===== src/nsrt_defines.vh =====
/*
  Constants for the store/recall sequencer: clock rate, documented times and the
  cycle counts derived from them, state codes.
  Assumes a 40 MHz core clock; included by bare name.
*/
`ifndef NSRT_DEFINES_VH
`define NSRT_DEFINES_VH

// ----------------------------------------------------------------
// clock and times in their own units
// ----------------------------------------------------------------
`define NSRT_CLK_NS 25
`define NSRT_T_DELAY_NS 25
`define NSRT_T_HHHD_NS 500
`define NSRT_T_SB_NS 100000
`define NSRT_T_LZHSB_NS 5000
`define NSRT_T_SP_HS_NS 10
`define NSRT_T_SP_STD_NS 50
`define NSRT_T_FA_STD_MS 20
`define NSRT_T_FA_LOWV_MS 40
`define NSRT_T_WAKE_STD_MS 20
`define NSRT_T_WAKE_LOWV_MS 40
`define NSRT_T_SLEEP_MS 8
`define NSRT_T_STORE_MS 8

// ----------------------------------------------------------------
// derived counts: longest times round down, never below one cycle
// ----------------------------------------------------------------
`define NSRT_MIN1(x) (((x) < 1) ? 1 : (x))
`define NSRT_DELAY_CYC `NSRT_MIN1(`NSRT_T_DELAY_NS / `NSRT_CLK_NS)
`define NSRT_HHHD_CYC `NSRT_MIN1(`NSRT_T_HHHD_NS / `NSRT_CLK_NS)
`define NSRT_SB_CYC `NSRT_MIN1(`NSRT_T_SB_NS / `NSRT_CLK_NS)
`define NSRT_LZHSB_CYC `NSRT_MIN1(`NSRT_T_LZHSB_NS / `NSRT_CLK_NS)
`define NSRT_SP_HS_CYC `NSRT_MIN1(`NSRT_T_SP_HS_NS / `NSRT_CLK_NS)
`define NSRT_SP_STD_CYC `NSRT_MIN1(`NSRT_T_SP_STD_NS / `NSRT_CLK_NS)
`define NSRT_MS_CYC(ms) (((ms) * 1000000) / `NSRT_CLK_NS)

// ----------------------------------------------------------------
// widths, reset values, state codes
// ----------------------------------------------------------------
`define NSRT_CNT_W 21
`define NSRT_SPW_W 3
`define NSRT_ST_W 4
`define NSRT_ST_OFF 4'h0
`define NSRT_ST_RESTORE 4'h1
`define NSRT_ST_READY 4'h2
`define NSRT_ST_DELAY 4'h3
`define NSRT_ST_STORE 4'h4
`define NSRT_ST_RELEASE 4'h5
`define NSRT_ST_HWWAIT 4'h6
`define NSRT_ST_SLPENT 4'h7
`define NSRT_ST_SLEEP 4'h8
`define NSRT_ST_WAKE 4'h9
`define NSRT_PIN_RST 1'h1

`endif


===== src/nsrt_ctrl.v =====
/*
  Store/recall sequencer of a serial nonvolatile SRAM: power-up restore, power-loss
  and pin-triggered save, array access lockout, sleep, standby, busy pin drive and
  input spike filtering.
  Assumes the serial protocol engine runs on clk and issues one-cycle requests and
  events; supply monitor, strap and busy pin are asynchronous.
*/
// Summary of operation
// - power-up restore finishes within 20 ms, 40 ms on low-voltage variant
// - skip power-loss and pin saves when no write since last nonvolatile cycle
// - writes stay enabled 25 ns after a save begins
// - ignore array reads and writes during save, restore, and low supply
// - ready within 20 ms (40 ms low-voltage) after wake from sleep
// - enter sleep within 8 ms of the sleep instruction
// - enter standby within 100 us after a bus stop
// - resume array activity within 5 us after busy pin returns high
// - drive busy pin high at most 500 ns before releasing it
// - filter serial clock and data spikes up to 10 ns or 50 ns
`timescale 1ns/100ps
`default_nettype none
`include "nsrt_defines.vh"

module nsrt_ctrl #(
  parameter [`NSRT_CNT_W-1:0] FA_STD_CYC = `NSRT_MS_CYC(`NSRT_T_FA_STD_MS),
  parameter [`NSRT_CNT_W-1:0] FA_LOWV_CYC = `NSRT_MS_CYC(`NSRT_T_FA_LOWV_MS),
  parameter [`NSRT_CNT_W-1:0] WAKE_STD_CYC = `NSRT_MS_CYC(`NSRT_T_WAKE_STD_MS),
  parameter [`NSRT_CNT_W-1:0] WAKE_LOWV_CYC = `NSRT_MS_CYC(`NSRT_T_WAKE_LOWV_MS),
  parameter [`NSRT_CNT_W-1:0] SLEEP_CYC = `NSRT_MS_CYC(`NSRT_T_SLEEP_MS),
  parameter [`NSRT_CNT_W-1:0] STORE_CYC = `NSRT_MS_CYC(`NSRT_T_STORE_MS)
) (
  input wire clk,
  input wire nrst,
  input wire vcc_ok,
  input wire low_v_variant,
  input wire hs_mode,
  input wire scl_in,
  input wire sda_in,
  output wire scl_filt,
  output wire sda_filt,
  input wire hw_save_busy_n_in,
  output reg hw_save_busy_n_out,
  output reg hw_save_busy_n_oe_n,
  input wire array_wr_req,
  input wire array_rd_req,
  output wire array_wr_ack,
  output wire array_rd_ack,
  input wire sleep_cmd,
  input wire wake_req,
  input wire bus_stop,
  input wire bus_start,
  output reg nv_busy_r,
  output reg sleep_state_r,
  output reg standby_state_r,
  output reg write_flag_r
);

  // ----------------------------------------------------------------
  // synchronisers for supply monitor, strap and busy pin
  // ----------------------------------------------------------------
  reg vcc_s1_r;
  reg vcc_r;
  reg lowv_s1_r;
  reg lowv_s2_r;
  reg lowv_r;
  reg pin_s1_r;
  reg pin_r;

  always @(posedge clk or negedge nrst) begin
    if (!nrst) begin
      vcc_s1_r <= 1'h0;
      vcc_r <= 1'h0;
      lowv_s1_r <= 1'h0;
      lowv_s2_r <= 1'h0;
      pin_s1_r <= `NSRT_PIN_RST;
      pin_r <= `NSRT_PIN_RST;
    end else begin
      vcc_s1_r <= vcc_ok;
      vcc_r <= vcc_s1_r;
      lowv_s1_r <= low_v_variant;
      lowv_s2_r <= lowv_s1_r;
      pin_s1_r <= hw_save_busy_n_in;
      pin_r <= pin_s1_r;
    end
  end

  // ----------------------------------------------------------------
  // spike filters
  // ----------------------------------------------------------------
  wire [`NSRT_SPW_W-1:0] sp_width;

  localparam integer SPW_HS_I = `NSRT_SP_HS_CYC;
  localparam integer SPW_STD_I = `NSRT_SP_STD_CYC;

  assign sp_width = hs_mode ? SPW_HS_I[`NSRT_SPW_W-1:0] : SPW_STD_I[`NSRT_SPW_W-1:0];

  nsrt_spkflt u_scl_flt (
    .clk(clk),
    .nrst(nrst),
    .raw_in(scl_in),
    .width_cyc(sp_width),
    .filt_r(scl_filt)
  );

  nsrt_spkflt u_sda_flt (
    .clk(clk),
    .nrst(nrst),
    .raw_in(sda_in),
    .width_cyc(sp_width),
    .filt_r(sda_filt)
  );

  // ----------------------------------------------------------------
  // sequencer
  // ----------------------------------------------------------------
  reg [`NSRT_ST_W-1:0] state_r;
  reg [`NSRT_ST_W-1:0] state_nxt;
  reg [`NSRT_CNT_W-1:0] cnt_r;
  reg [`NSRT_CNT_W-1:0] cnt_nxt;
  reg [`NSRT_CNT_W-1:0] sb_cnt_r;
  reg sb_pend_r;
  reg hw_src_r;
  reg hw_src_nxt;
  reg nv_done;
  wire rd_ok;
  wire wr_ok;
  wire [`NSRT_CNT_W-1:0] fa_lim;
  wire [`NSRT_CNT_W-1:0] wake_lim;

  // the strap is held from the restore onward; a change later is ignored
  assign fa_lim = lowv_r ? FA_LOWV_CYC : FA_STD_CYC;
  assign wake_lim = lowv_r ? WAKE_LOWV_CYC : WAKE_STD_CYC;

  // access only when idle and powered
  assign rd_ok = (state_r == `NSRT_ST_READY) && vcc_r && pin_r;
  // writes still finish during the save delay
  assign wr_ok = rd_ok || (state_r == `NSRT_ST_DELAY);
  assign array_rd_ack = array_rd_req && rd_ok;
  assign array_wr_ack = array_wr_req && wr_ok;

  always @* begin
    state_nxt = state_r;
    cnt_nxt = cnt_r + 21'h1;
    hw_src_nxt = hw_src_r;
    nv_done = 1'b0;
    case (state_r)
      `NSRT_ST_OFF: begin
        cnt_nxt = {`NSRT_CNT_W{1'b0}};
        if (vcc_r) begin
          state_nxt = `NSRT_ST_RESTORE;
        end
      end
      `NSRT_ST_RESTORE: begin
        if (!vcc_r) begin
          state_nxt = `NSRT_ST_OFF;
        end else if (cnt_r >= fa_lim - 21'h1) begin
          state_nxt = `NSRT_ST_READY;
          nv_done = 1'b1;
        end
      end
      `NSRT_ST_READY, `NSRT_ST_SLEEP: begin
        cnt_nxt = {`NSRT_CNT_W{1'b0}};
        if (!vcc_r || !pin_r) begin
          hw_src_nxt = vcc_r;
          if (write_flag_r) begin
            state_nxt = `NSRT_ST_DELAY;
          end else begin
            state_nxt = vcc_r ? `NSRT_ST_HWWAIT : `NSRT_ST_OFF;
          end
        end else if (state_r == `NSRT_ST_SLEEP) begin
          if (wake_req) begin
            state_nxt = `NSRT_ST_WAKE;
          end
        end else if (sleep_cmd) begin
          state_nxt = `NSRT_ST_SLPENT;
        end
      end
      `NSRT_ST_DELAY: begin
        if (cnt_r >= `NSRT_DELAY_CYC - 1) begin
          state_nxt = `NSRT_ST_STORE;
          cnt_nxt = {`NSRT_CNT_W{1'b0}};
        end
      end
      `NSRT_ST_STORE: begin
        if (cnt_r >= STORE_CYC - 21'h1) begin
          nv_done = 1'b1;
          cnt_nxt = {`NSRT_CNT_W{1'b0}};
          state_nxt = hw_src_r ? `NSRT_ST_RELEASE : `NSRT_ST_OFF;
        end
      end
      `NSRT_ST_RELEASE: begin
        if (cnt_r >= `NSRT_HHHD_CYC - 1) begin
          state_nxt = vcc_r ? `NSRT_ST_HWWAIT : `NSRT_ST_OFF;
          cnt_nxt = {`NSRT_CNT_W{1'b0}};
        end
      end
      `NSRT_ST_HWWAIT: begin
        // resume once the pin is seen high
        if (!vcc_r) begin
          state_nxt = `NSRT_ST_OFF;
        // the synchroniser still shows our own high drive for two cycles
        end else if (pin_r && (cnt_r >= 21'h2)) begin
          state_nxt = `NSRT_ST_READY;
        end
      end
      `NSRT_ST_SLPENT: begin
        if (!vcc_r) begin
          state_nxt = `NSRT_ST_READY;
        end else if (cnt_r >= SLEEP_CYC - 21'h1) begin
          state_nxt = `NSRT_ST_SLEEP;
        end
      end
      `NSRT_ST_WAKE: begin
        if (!vcc_r) begin
          state_nxt = `NSRT_ST_OFF;
        end else if (cnt_r >= wake_lim - 21'h1) begin
          state_nxt = `NSRT_ST_READY;
        end
      end
      default: begin
        state_nxt = `NSRT_ST_OFF;
      end
    endcase
  end

  always @(posedge clk or negedge nrst) begin
    if (!nrst) begin
      state_r <= `NSRT_ST_OFF;
      cnt_r <= {`NSRT_CNT_W{1'b0}};
      hw_src_r <= 1'h0;
      lowv_r <= 1'h0;
      write_flag_r <= 1'h0;
      nv_busy_r <= 1'h1;
      sleep_state_r <= 1'h0;
      hw_save_busy_n_out <= 1'h0;
      hw_save_busy_n_oe_n <= 1'h1;
    end else begin
      state_r <= state_nxt;
      cnt_r <= cnt_nxt;
      hw_src_r <= hw_src_nxt;
      if (state_r == `NSRT_ST_OFF) begin
        lowv_r <= lowv_s2_r;
      end
      if (array_wr_ack) begin
        write_flag_r <= 1'h1;
      end else if (nv_done) begin
        write_flag_r <= 1'h0;
      end
      nv_busy_r <= (state_nxt != `NSRT_ST_READY) && (state_nxt != `NSRT_ST_SLEEP);
      sleep_state_r <= (state_nxt == `NSRT_ST_SLEEP);
      // pin low through delay and store, high briefly after a pin-triggered save, else released
      hw_save_busy_n_out <= (state_nxt == `NSRT_ST_RELEASE);
      hw_save_busy_n_oe_n <= !((state_nxt == `NSRT_ST_DELAY) ||
                               (state_nxt == `NSRT_ST_STORE) ||
                               (state_nxt == `NSRT_ST_RELEASE));
    end
  end

  // ----------------------------------------------------------------
  // standby after bus stop
  // ----------------------------------------------------------------
  always @(posedge clk or negedge nrst) begin
    if (!nrst) begin
      sb_cnt_r <= {`NSRT_CNT_W{1'b0}};
      sb_pend_r <= 1'h0;
      standby_state_r <= 1'h0;
    end else begin
      if (bus_start || state_r != `NSRT_ST_READY) begin
        sb_pend_r <= 1'h0;
        standby_state_r <= 1'h0;
        sb_cnt_r <= {`NSRT_CNT_W{1'b0}};
      end else if (bus_stop) begin
        sb_pend_r <= 1'h1;
        sb_cnt_r <= {`NSRT_CNT_W{1'b0}};
      end else if (sb_pend_r) begin
        sb_cnt_r <= sb_cnt_r + 21'h1;
        if (sb_cnt_r >= `NSRT_SB_CYC - 1) begin
          sb_pend_r <= 1'h0;
          standby_state_r <= 1'h1;
        end
      end
    end
  end

endmodule
`default_nettype wire


===== src/nsrt_spkflt.v =====
/*
  Spike filter for one serial bus input: two-flop synchroniser, then a level is
  accepted only after it has been sampled width_cyc+1 times in a row.
  Assumes the input idles high, as an open-drain bus line does.
*/
`timescale 1ns/100ps
`default_nettype none
`include "nsrt_defines.vh"

module nsrt_spkflt (
  input wire clk,
  input wire nrst,
  input wire raw_in,
  input wire [`NSRT_SPW_W-1:0] width_cyc,
  output reg filt_r
);

  reg sync1_r;
  reg sync2_r;
  reg [`NSRT_SPW_W-1:0] cnt_r;

  // ----------------------------------------------------------------
  // synchronise, then require a stable run longer than the spike width
  // ----------------------------------------------------------------
  always @(posedge clk or negedge nrst) begin
    if (!nrst) begin
      sync1_r <= `NSRT_PIN_RST;
      sync2_r <= `NSRT_PIN_RST;
      cnt_r <= {`NSRT_SPW_W{1'b0}};
      filt_r <= `NSRT_PIN_RST;
    end else begin
      sync1_r <= raw_in;
      sync2_r <= sync1_r;
      if (sync2_r == filt_r) begin
        cnt_r <= {`NSRT_SPW_W{1'b0}};
      end else if (cnt_r >= width_cyc) begin
        filt_r <= sync2_r;
        cnt_r <= {`NSRT_SPW_W{1'b0}};
      end else begin
        cnt_r <= cnt_r + 3'h1;
      end
    end
  end

endmodule
`default_nettype wire


===== config.mk =====
export PLATFORM = sky130hd
export DESIGN_NAME = nsrt_ctrl
export DESIGN_NICKNAME = d
export VERILOG_FILES = /design/src/nsrt_ctrl.v /design/src/nsrt_spkflt.v
export VERILOG_INCLUDE_DIRS = /design/src
export SDC_FILE = /design/constraint.sdc
export NUM_CORES = 1
export LEC_CHECK = 0
export BUFFER_PORTS_ARGS = -buffer_cell sky130_fd_sc_hd__buf_2
export CAP_MARGIN = 20
export CORE_MARGIN = 3
export CORE_UTILIZATION = 45
export CTS_BUF_LIST = sky130_fd_sc_hd__clkbuf_2 sky130_fd_sc_hd__clkbuf_4 sky130_fd_sc_hd__clkbuf_8
export CTS_CLUSTER_SIZE = 16
export DETAILED_ROUTE_END_ITERATION = 8
export GPL_TIMING_DRIVEN = 0
export SLEW_MARGIN = 15
export SYNTH_ARGS = -nofsm -noshare
export SYNTH_HDL_FRONTEND = slang
export SYNTH_SLANG_ARGS = --single-unit

===== constraint.sdc =====
create_clock -name clk -period 2.5 [get_ports clk]
set_input_delay 0.375 -clock clk [delete_from_list [all_inputs] [get_ports clk]]
set_output_delay 0.375 -clock clk [all_outputs]
set_load 0.005 [all_outputs]

# [After elaboration in Yosys (flattened, before gate mapping)]
# Cells that the tools add are included.
[totals] register_bits=73 out_inout_bits=10 wordCells=128
[op_classes] addsub=5 n_lt_le_gt_ge=7 eq_ne=19 mux=43 bitwise_logic=2 n_reduce_logical=26
[op_table] op="21-bit two-way mux" count=6
[op_table] op="21-bit case mux with 3 select lines" count=1
[op_table] op="4-bit two-way mux" count=13
[op_table] op="21-bit by 1-bit adder with 21-bit output (second input constant)" count=2
[op_table] op="4-bit case mux with 8 select lines" count=1
[op_table] op="4-bit by 3-bit equality test with 1-bit output (second input constant)" count=6
[op_table] op="21-bit by 12-bit greater-or-equal comparator with 1-bit output (second input constant)" count=1
[op_table] op="21-bit by 19-bit greater-or-equal comparator with 1-bit output (second input constant)" count=1
[op_table] op="21-bit by 2-bit greater-or-equal comparator with 1-bit output (second input constant)" count=1
[op_table] op="21-bit greater-or-equal comparator" count=1
[op_table] op="21-bit by 5-bit greater-or-equal comparator with 1-bit output (second input constant)" count=1
[op_table] op="3-bit two-way mux" count=7
[op_table] op="21-bit by 1-bit subtractor with 21-bit output (second input constant)" count=1
[op_table] op="1-bit two-way mux" count=13
[op_table] op="4-bit by 2-bit equality test with 1-bit output (second input constant)" count=3
[op_table] op="4-bit equality test (second input constant)" count=3
[op_table] op="4-bit by 2-bit != test with 1-bit output (second input constant)" count=2
[op_table] op="3-bit by 1-bit adder with 3-bit output (second input constant)" count=2
[op_table] op="3-bit by 2-bit greater-or-equal comparator with 1-bit output" count=2
[op_table] op="1-bit logical AND" count=6
[op_table] op="2-bit AND reduction" count=3
[op_table] op="2-bit nonzero test" count=3
[op_table] op="1-bit logical OR" count=5
[op_table] op="4-bit by 1-bit equality test with 1-bit output (second input constant)" count=1
[op_table] op="12 further kinds" count=17

# [Logic depth before layout (Yosys ltp)]
[logic_depth] depth_word=10 ltp_mapped=9

# [Modules after synthesis]
# From an unflattened synthesis, not the netlist that was laid out.
[unflattened] hier_cells=422 hier_area_um2=3962.6
[modules_own_cells] mod="nsrt_ctrl" n_inst=1 cells_each=372 area_each_um2=3377.0 seq_area_each_um2=1531.5
[modules_own_cells] mod="nsrt_spkflt" n_inst=2 cells_each=25 area_each_um2=292.8 seq_area_each_um2=153.9

# [Least setup slack after synthesis]
# No wires, ideal clock.
[synth_path] kind="reg-to-reg" from="reg cnt_r[0]" to="reg cnt_r[2]" setup_ps=69 t_arrival_ps=2067 required_time_ps=2431 path_slack_ps=364 stages_incl_launch_ff=10 path_cell_list="dfrtp_1 ha_1 a21oi_1 o41ai_1 a2111o_2 a21boi_1 o32a_2 o21ai_4 buf_6 nor2_4"
[synth_via] elab_chain_cells=3
[synth_lines] element="start, declared" line_no="nsrt_ctrl.v:117" rtl="reg [`NSRT_CNT_W-1:0] cnt_r;"
[synth_lines] element="start signal, assigned" line_no="nsrt_ctrl.v:228" rtl="cnt_r <= {`NSRT_CNT_W{1'b0}};"
[synth_lines] element="start signal, assigned" line_no="nsrt_ctrl.v:238" rtl="cnt_r <= cnt_nxt;"
[synth_lines] element="21-bit by 1-bit adder with 21-bit output (tied with other cells)" line_no="nsrt_ctrl.v:142" rtl="cnt_nxt = cnt_r + 21'h1;"
[synth_lines] element="21-bit two-way mux, on equally long branches" line_no="nsrt_ctrl.v:191, nsrt_ctrl.v:184"
[synth_lines] element="21-bit case mux with 3 select lines *" line_no="nsrt_ctrl.v:145" rtl="case (state_r)"
[synth_lines] element="via cnt_nxt[2]" line_no="nsrt_ctrl.v:118" rtl="reg [`NSRT_CNT_W-1:0] cnt_nxt;"
# Mark *: on every way through the listed nets, which the timed path passes. The rest lies on a longest branch.
# A chain may end at the register's enable or synchronous reset.

# [Worst setup path in the final report]
# Same ends and word-level chain as after synthesis.

==> report_table.html <==
<table>
<tr><th>Metric</th><th>Value</th></tr>
<tr><th colspan="2">Global routing</th></tr>
<tr><td>Busiest metal layer after global routing</td><td>met2</td></tr>
<tr><td>Grt met3 use</td><td>0.0424</td></tr>
<tr><td>Largest net degree at the start of global routing</td><td>56</td></tr>
<tr><td>Initial antenna violation count</td><td>0</td></tr>
<tr><td>Vias in the first global route</td><td>2993</td></tr>
<tr><td>Global-route wire length before repair</td><td>13900 um</td></tr>
<tr><td>Met1 capacity usage during global routing</td><td>0.227</td></tr>
<tr><td>Combined global-route utilization of all metal layers</td><td>0.172</td></tr>
<tr><td>Remaining global-route overflow</td><td>0</td></tr>
<tr><td>Global routing met2 resource utilization</td><td>0.279</td></tr>
<tr><th colspan="2">Timing</th></tr>
<tr><td>Max Slew Vio Count</td><td>0</td></tr>
<tr><td>Setup TNS Final</td><td>0 ns</td></tr>
<tr><td>Peak Freq</td><td>423 MHz</td></tr>
<tr><td>Remaining max-slew budget at the tightest pin</td><td>0.462</td></tr>
<tr><td>Fin Clk Skew</td><td>0.0111 ns</td></tr>
<tr><td>Post-Route Hold Slack</td><td>0.119 ns</td></tr>
<tr><td>Post-route clock period utilization</td><td>0.945</td></tr>
<tr><td>Hold violation count in the final report</td><td>0</td></tr>
<tr><td>Worst-case setup margin in the final layout</td><td>0.137 ns</td></tr>
<tr><td>Slew @ Worst Pin</td><td>0.800 ns</td></tr>
<tr><td>RSZ-0062 raised after global routing</td><td>false</td></tr>
<tr><td>Shortest clock period the worst path allows after layout</td><td>2.36 ns</td></tr>
<tr><td>Final-report setup violation count</td><td>0</td></tr>
<tr><th colspan="2">Placed design</th></tr>
<tr><td>Final estimated routing congestion in global placement</td><td>0.880</td></tr>
<tr><td>Post-detailed-placement half-perimeter wirelength</td><td>5720 um</td></tr>
<tr><td>Area post-placement</td><td>0.00424 mm2</td></tr>
<tr><td>Number of placed cells counting well taps</td><td>524</td></tr>
<tr><td>PortBufs</td><td>23</td></tr>
<tr><td>Worst-case setup slack after placement</td><td>0.0334 ns</td></tr>
<tr><th colspan="2">Clock network</th></tr>
<tr><td>Cell at the root of the clock tree</td><td>sky130_fd_sc_hd__clkbuf_8</td></tr>
<tr><td>Buffers from clock root to sink, at most</td><td>2</td></tr>
<tr><td>CTS HTree Levels</td><td>3</td></tr>
<tr><td>CTS tree</td><td>yes</td></tr>
<tr><td>Clock transition at the registers of the reported paths</td><td>0.08 ns</td></tr>
<tr><td>CTS sink count</td><td>73</td></tr>
<tr><td>Number of buffers created by CTS</td><td>9</td></tr>
<tr><td>Buffer count from post-CTS setup fixing</td><td>0</td></tr>
<tr><td>Worst-Skew Late Latency</td><td>0.35 ns</td></tr>
<tr><th colspan="2">Critical path</th></tr>
<tr><td>Count of buffer and inverter cells on the critical path</td><td>1</td></tr>
<tr><td>Worst Path Required</td><td>2.79 ns</td></tr>
<tr><td>Slowest stage delay, CP</td><td>0.54 ns</td></tr>
<tr><td>Launch point of the worst reg-to-reg path</td><td>cnt_r[0]</td></tr>
<tr><td>List of cells traversed by the critical path</td><td>ha_1 &gt; a21oi_2 &gt; o41ai_2 &gt; a2111o_2 &gt; a21boi_1 &gt; o32a_2 &gt; o21ai_4 &gt; buf_6 &gt; nor2_4</td></tr>
<tr><td>Critical path's slowest cell</td><td>sky130_fd_sc_hd__a2111o_2</td></tr>
<tr><td>Critical path fanouts, max</td><td>10</td></tr>
<tr><td>Critical Setup Path Class</td><td>reg2reg</td></tr>
<tr><td>Crit path capture type</td><td>flip-flop</td></tr>
<tr><td>Kind of cell adding the most delay to the critical path</td><td>compound AO/OA/AOI/OAI gates</td></tr>
<tr><td>Data arrival at the endpoint of the critical path</td><td>2.65 ns</td></tr>
<tr><td>Startpoint of the worst setup timing path</td><td>cnt_r[0]</td></tr>
<tr><td>Crit path launch type</td><td>flip-flop</td></tr>
<tr><th colspan="2">Layout</th></tr>
<tr><td>Count of filler cells inserted in the layout</td><td>776</td></tr>
<tr><td>Final std cells w/o fill</td><td>541</td></tr>
<tr><td>Proportion of layout cells with a drive suffix above 1</td><td>0.197</td></tr>
<tr><td>Final #Nets</td><td>461</td></tr>
<tr><td>N_diodes</td><td>0</td></tr>
<tr><td>Post-layout util</td><td>0.530</td></tr>
<tr><td>Commonest cells after routing, fill and taps aside</td><td>63 x sky130_fd_sc_hd__dfrtp_1, 52 x sky130_fd_sc_hd__nor2_1, 28 x sky130_fd_sc_hd__nand2_1</td></tr>
<tr><td>Sequential standard cell area</td><td>0.00184 mm2</td></tr>
<tr><td>Post-route standard cell area excluding fillers</td><td>0.00444 mm2</td></tr>
<tr><td>Layout Area Growth over Synthesis</td><td>12.1%</td></tr>
<tr><td>Area used by multi-input combinational logic</td><td>0.00200 mm2</td></tr>
<tr><td>Most common cell after layout, fill and taps aside</td><td>sky130_fd_sc_hd__dfrtp_1</td></tr>
<tr><th colspan="2">Floorplanning</th></tr>
<tr><td>Top-Level Pins</td><td>24</td></tr>
<tr><td>Number of standard-cell rows in the floorplan</td><td>33</td></tr>
<tr><td>Die Ht</td><td>99.8 um</td></tr>
<tr><td>Core area</td><td>0.00838 mm2</td></tr>
<tr><td>Die width</td><td>99.8 um</td></tr>
<tr><td>Starting density of the core</td><td>0.472</td></tr>
<tr><td>Total Die Area</td><td>0.00996 mm2</td></tr>
<tr><th colspan="2">Power</th></tr>
<tr><td>Switch share</td><td>0.341</td></tr>
<tr><td>Leak Pwr</td><td>1.93 nW</td></tr>
<tr><td>Comb power frac</td><td>0.272</td></tr>
<tr><td>Psw</td><td>1.06 mW</td></tr>
<tr><td>Power density over the cells</td><td>702 mW/mm2</td></tr>
<tr><td>Internal power</td><td>2.05 mW</td></tr>
<tr><td>Flop pwr share</td><td>0.458</td></tr>
<tr><td>IR Drop Worst-Case VDD</td><td>388 uV</td></tr>
<tr><td>Total Power Consumption</td><td>3.12 mW</td></tr>
<tr><td>Clock Power Share</td><td>0.270</td></tr>
<tr><th colspan="2">Route</th></tr>
<tr><td>WL final</td><td>7980 um</td></tr>
<tr><td>Via count</td><td>3000</td></tr>
<tr><td>DRC violations left</td><td>0</td></tr>
<tr><td>Number of antenna-violating nets in the routed design</td><td>0</td></tr>
<tr><td>Avg WL per Cell</td><td>14.7 um</td></tr>
<tr><td>Via density</td><td>5.55</td></tr>
<tr><td>DR pass1 iterations</td><td>4</td></tr>
<tr><td>DR iter-0 viols</td><td>89</td></tr>
<tr><th colspan="2">Worst hold path</th></tr>
<tr><td>Classification of the worst-slack hold path</td><td>in2reg</td></tr>
<tr><td>Hold path startpoint</td><td>hw_save_busy_n_in</td></tr>
<tr><th colspan="2">Synthesis</th></tr>
<tr><td>Unique cell type count in the Yosys netlist</td><td>64</td></tr>
<tr><td>Sequential fraction of the synthesis area</td><td>0.465</td></tr>
<tr><td>EDFF count, synth</td><td>0</td></tr>
<tr><td>Net count of the mapped netlist</td><td>425</td></tr>
<tr><td>Proportion of synthesized flip-flops having asynchronous set or reset</td><td>1.00</td></tr>
<tr><td>Most frequently used flop master after synthesis</td><td>sky130_fd_sc_hd__dfrtp_1</td></tr>
<tr><td>Yosys Warn Count</td><td>0</td></tr>
<tr><td>Number of instances in the synthesized netlist</td><td>395</td></tr>
<tr><td>Count of state elements after synthesis</td><td>73</td></tr>
<tr><td>Synthesized area divided by synthesized cell count</td><td>10.0 um2</td></tr>
<tr><td>Combined area of all synthesized cells</td><td>0.00396 mm2</td></tr>
<tr><th colspan="2">Job</th></tr>
<tr><td>Max-cap violations</td><td>0</td></tr>
<tr><th colspan="2">Run status</th></tr>
<tr><td>Outcome</td><td>complete, no violations</td></tr>
</table>
==> layer usage <==
metal  part of all wire  up-vias  routed length [um]
met3              0.031       13                 247
li1                   -     1471                   -
met2               0.47       51                3760
met1               0.48     1465                3850
met5                  0        -                   0
met4              0.016        0                 125
==> cell type report <==
class	count	share of cell area
Buffer	14	0.0186
Clock buffer	10	0.0310
Clock inverter	6	0.00958
Inverter	13	0.0110
Multi-Input combinational cell	295	0.451
Sequential cell	73	0.414
Tap cell	105	0.0296
Timing Repair Buffer	25	0.0349
==> sequential cells by signal (all words and copies together), names as in the netlist, 3 cells and up <==
name	flops
cnt_r	21
sb_cnt_r	21
state_r	4
u_scl_flt.cnt_r	3
u_sda_flt.cnt_r	3
==> worst reg2reg max path, cell delays in order (launching register included) <==
cell and delay (ns):
sky130_fd_sc_hd__dfrtp_1 0.46, sky130_fd_sc_hd__ha_1 0.28, sky130_fd_sc_hd__a21oi_2 0.20, sky130_fd_sc_hd__o41ai_2 0.12
sky130_fd_sc_hd__a2111o_2 0.54, sky130_fd_sc_hd__a21boi_1 0.17, sky130_fd_sc_hd__o32a_2 0.18, sky130_fd_sc_hd__o21ai_4 0.06
sky130_fd_sc_hd__buf_6 0.18, sky130_fd_sc_hd__nor2_4 0.12
==> path summary, 6_finish.rpt <==
check | to | slack, ns | cells past startpoint
worst max register to register | cnt_r[2] | 0.14 | 9
min in group asynchronous | state_r[3] | 0.44 | 2
worst min register to register | lowv_s2_r | 0.35 | 0
worst max-delay path | cnt_r[2] | 0.14 | 9
worst min-delay path | pin_s1_r | 0.12 | 1
max in group asynchronous | pin_s1_r | 1.45 | 3
==> synth_stat cells (all sizes together), types with 2 or more instances <==
master | count | area share
a21oi | 8 | 0.010
inv | 13 | 0.012
nand2 | 29 | 0.029
nor2b | 7 | 0.012
dfrtp | 63 | 0.40
a211o | 2 | 0.0044
nor2 | 63 | 0.076
mux2 | 3 | 0.0085
o211ai | 4 | 0.0076
and4 | 5 | 0.012
a21o | 2 | 0.0038
o2111ai | 2 | 0.0060
and2 | 2 | 0.0032
xor2 | 26 | 0.058
nor4 | 6 | 0.011
clkbuf | 7 | 0.0066
xnor2 | 12 | 0.027
nand3 | 17 | 0.021
nand4b | 3 | 0.0066
mux2i | 3 | 0.0076
buf | 7 | 0.014
dfstp | 10 | 0.066
a211oi | 2 | 0.0038
ha | 16 | 0.051
or4 | 4 | 0.0085
or3 | 7 | 0.011
o21a | 3 | 0.0057
nand4 | 14 | 0.024
and3 | 9 | 0.015
nor3 | 12 | 0.015
o21ai | 7 | 0.012
a31oi | 7 | 0.011
nand2b | 4 | 0.0063
==> power groups by stage <==
stage / sequential [mW] / combinational (mW) / clock, mW
after floorplan: 1.42 / 0.626 / 0
after global placement: 1.44 / 0.824 / 0
after detailed placement: 1.45 / 0.843 / 0
after CTS: 1.43 / 0.850 / 0.879
after global routing: 1.45 / 0.951 / 0.918
final: 1.43 / 0.848 / 0.841
==> kinds of logic after synthesis <==
kind of cell | share of synthesized area
buffers and inverters | 0.0332
AOI/OAI and AO/OA | 0.0948
xor gates and xnor gates | 0.0841
DFF | 0.465
and+or+nand+nor | 0.257
adders and majority gates | 0.0506
muxes | 0.0161
==> timing repair <==
action	CTS	global route
setup endpoints to repair	0	23
hold endpoints to repair	15	0
resized for setup	0	3
hold buffers	1	0
Note: power is estimated with default switching activity, not from simulation.
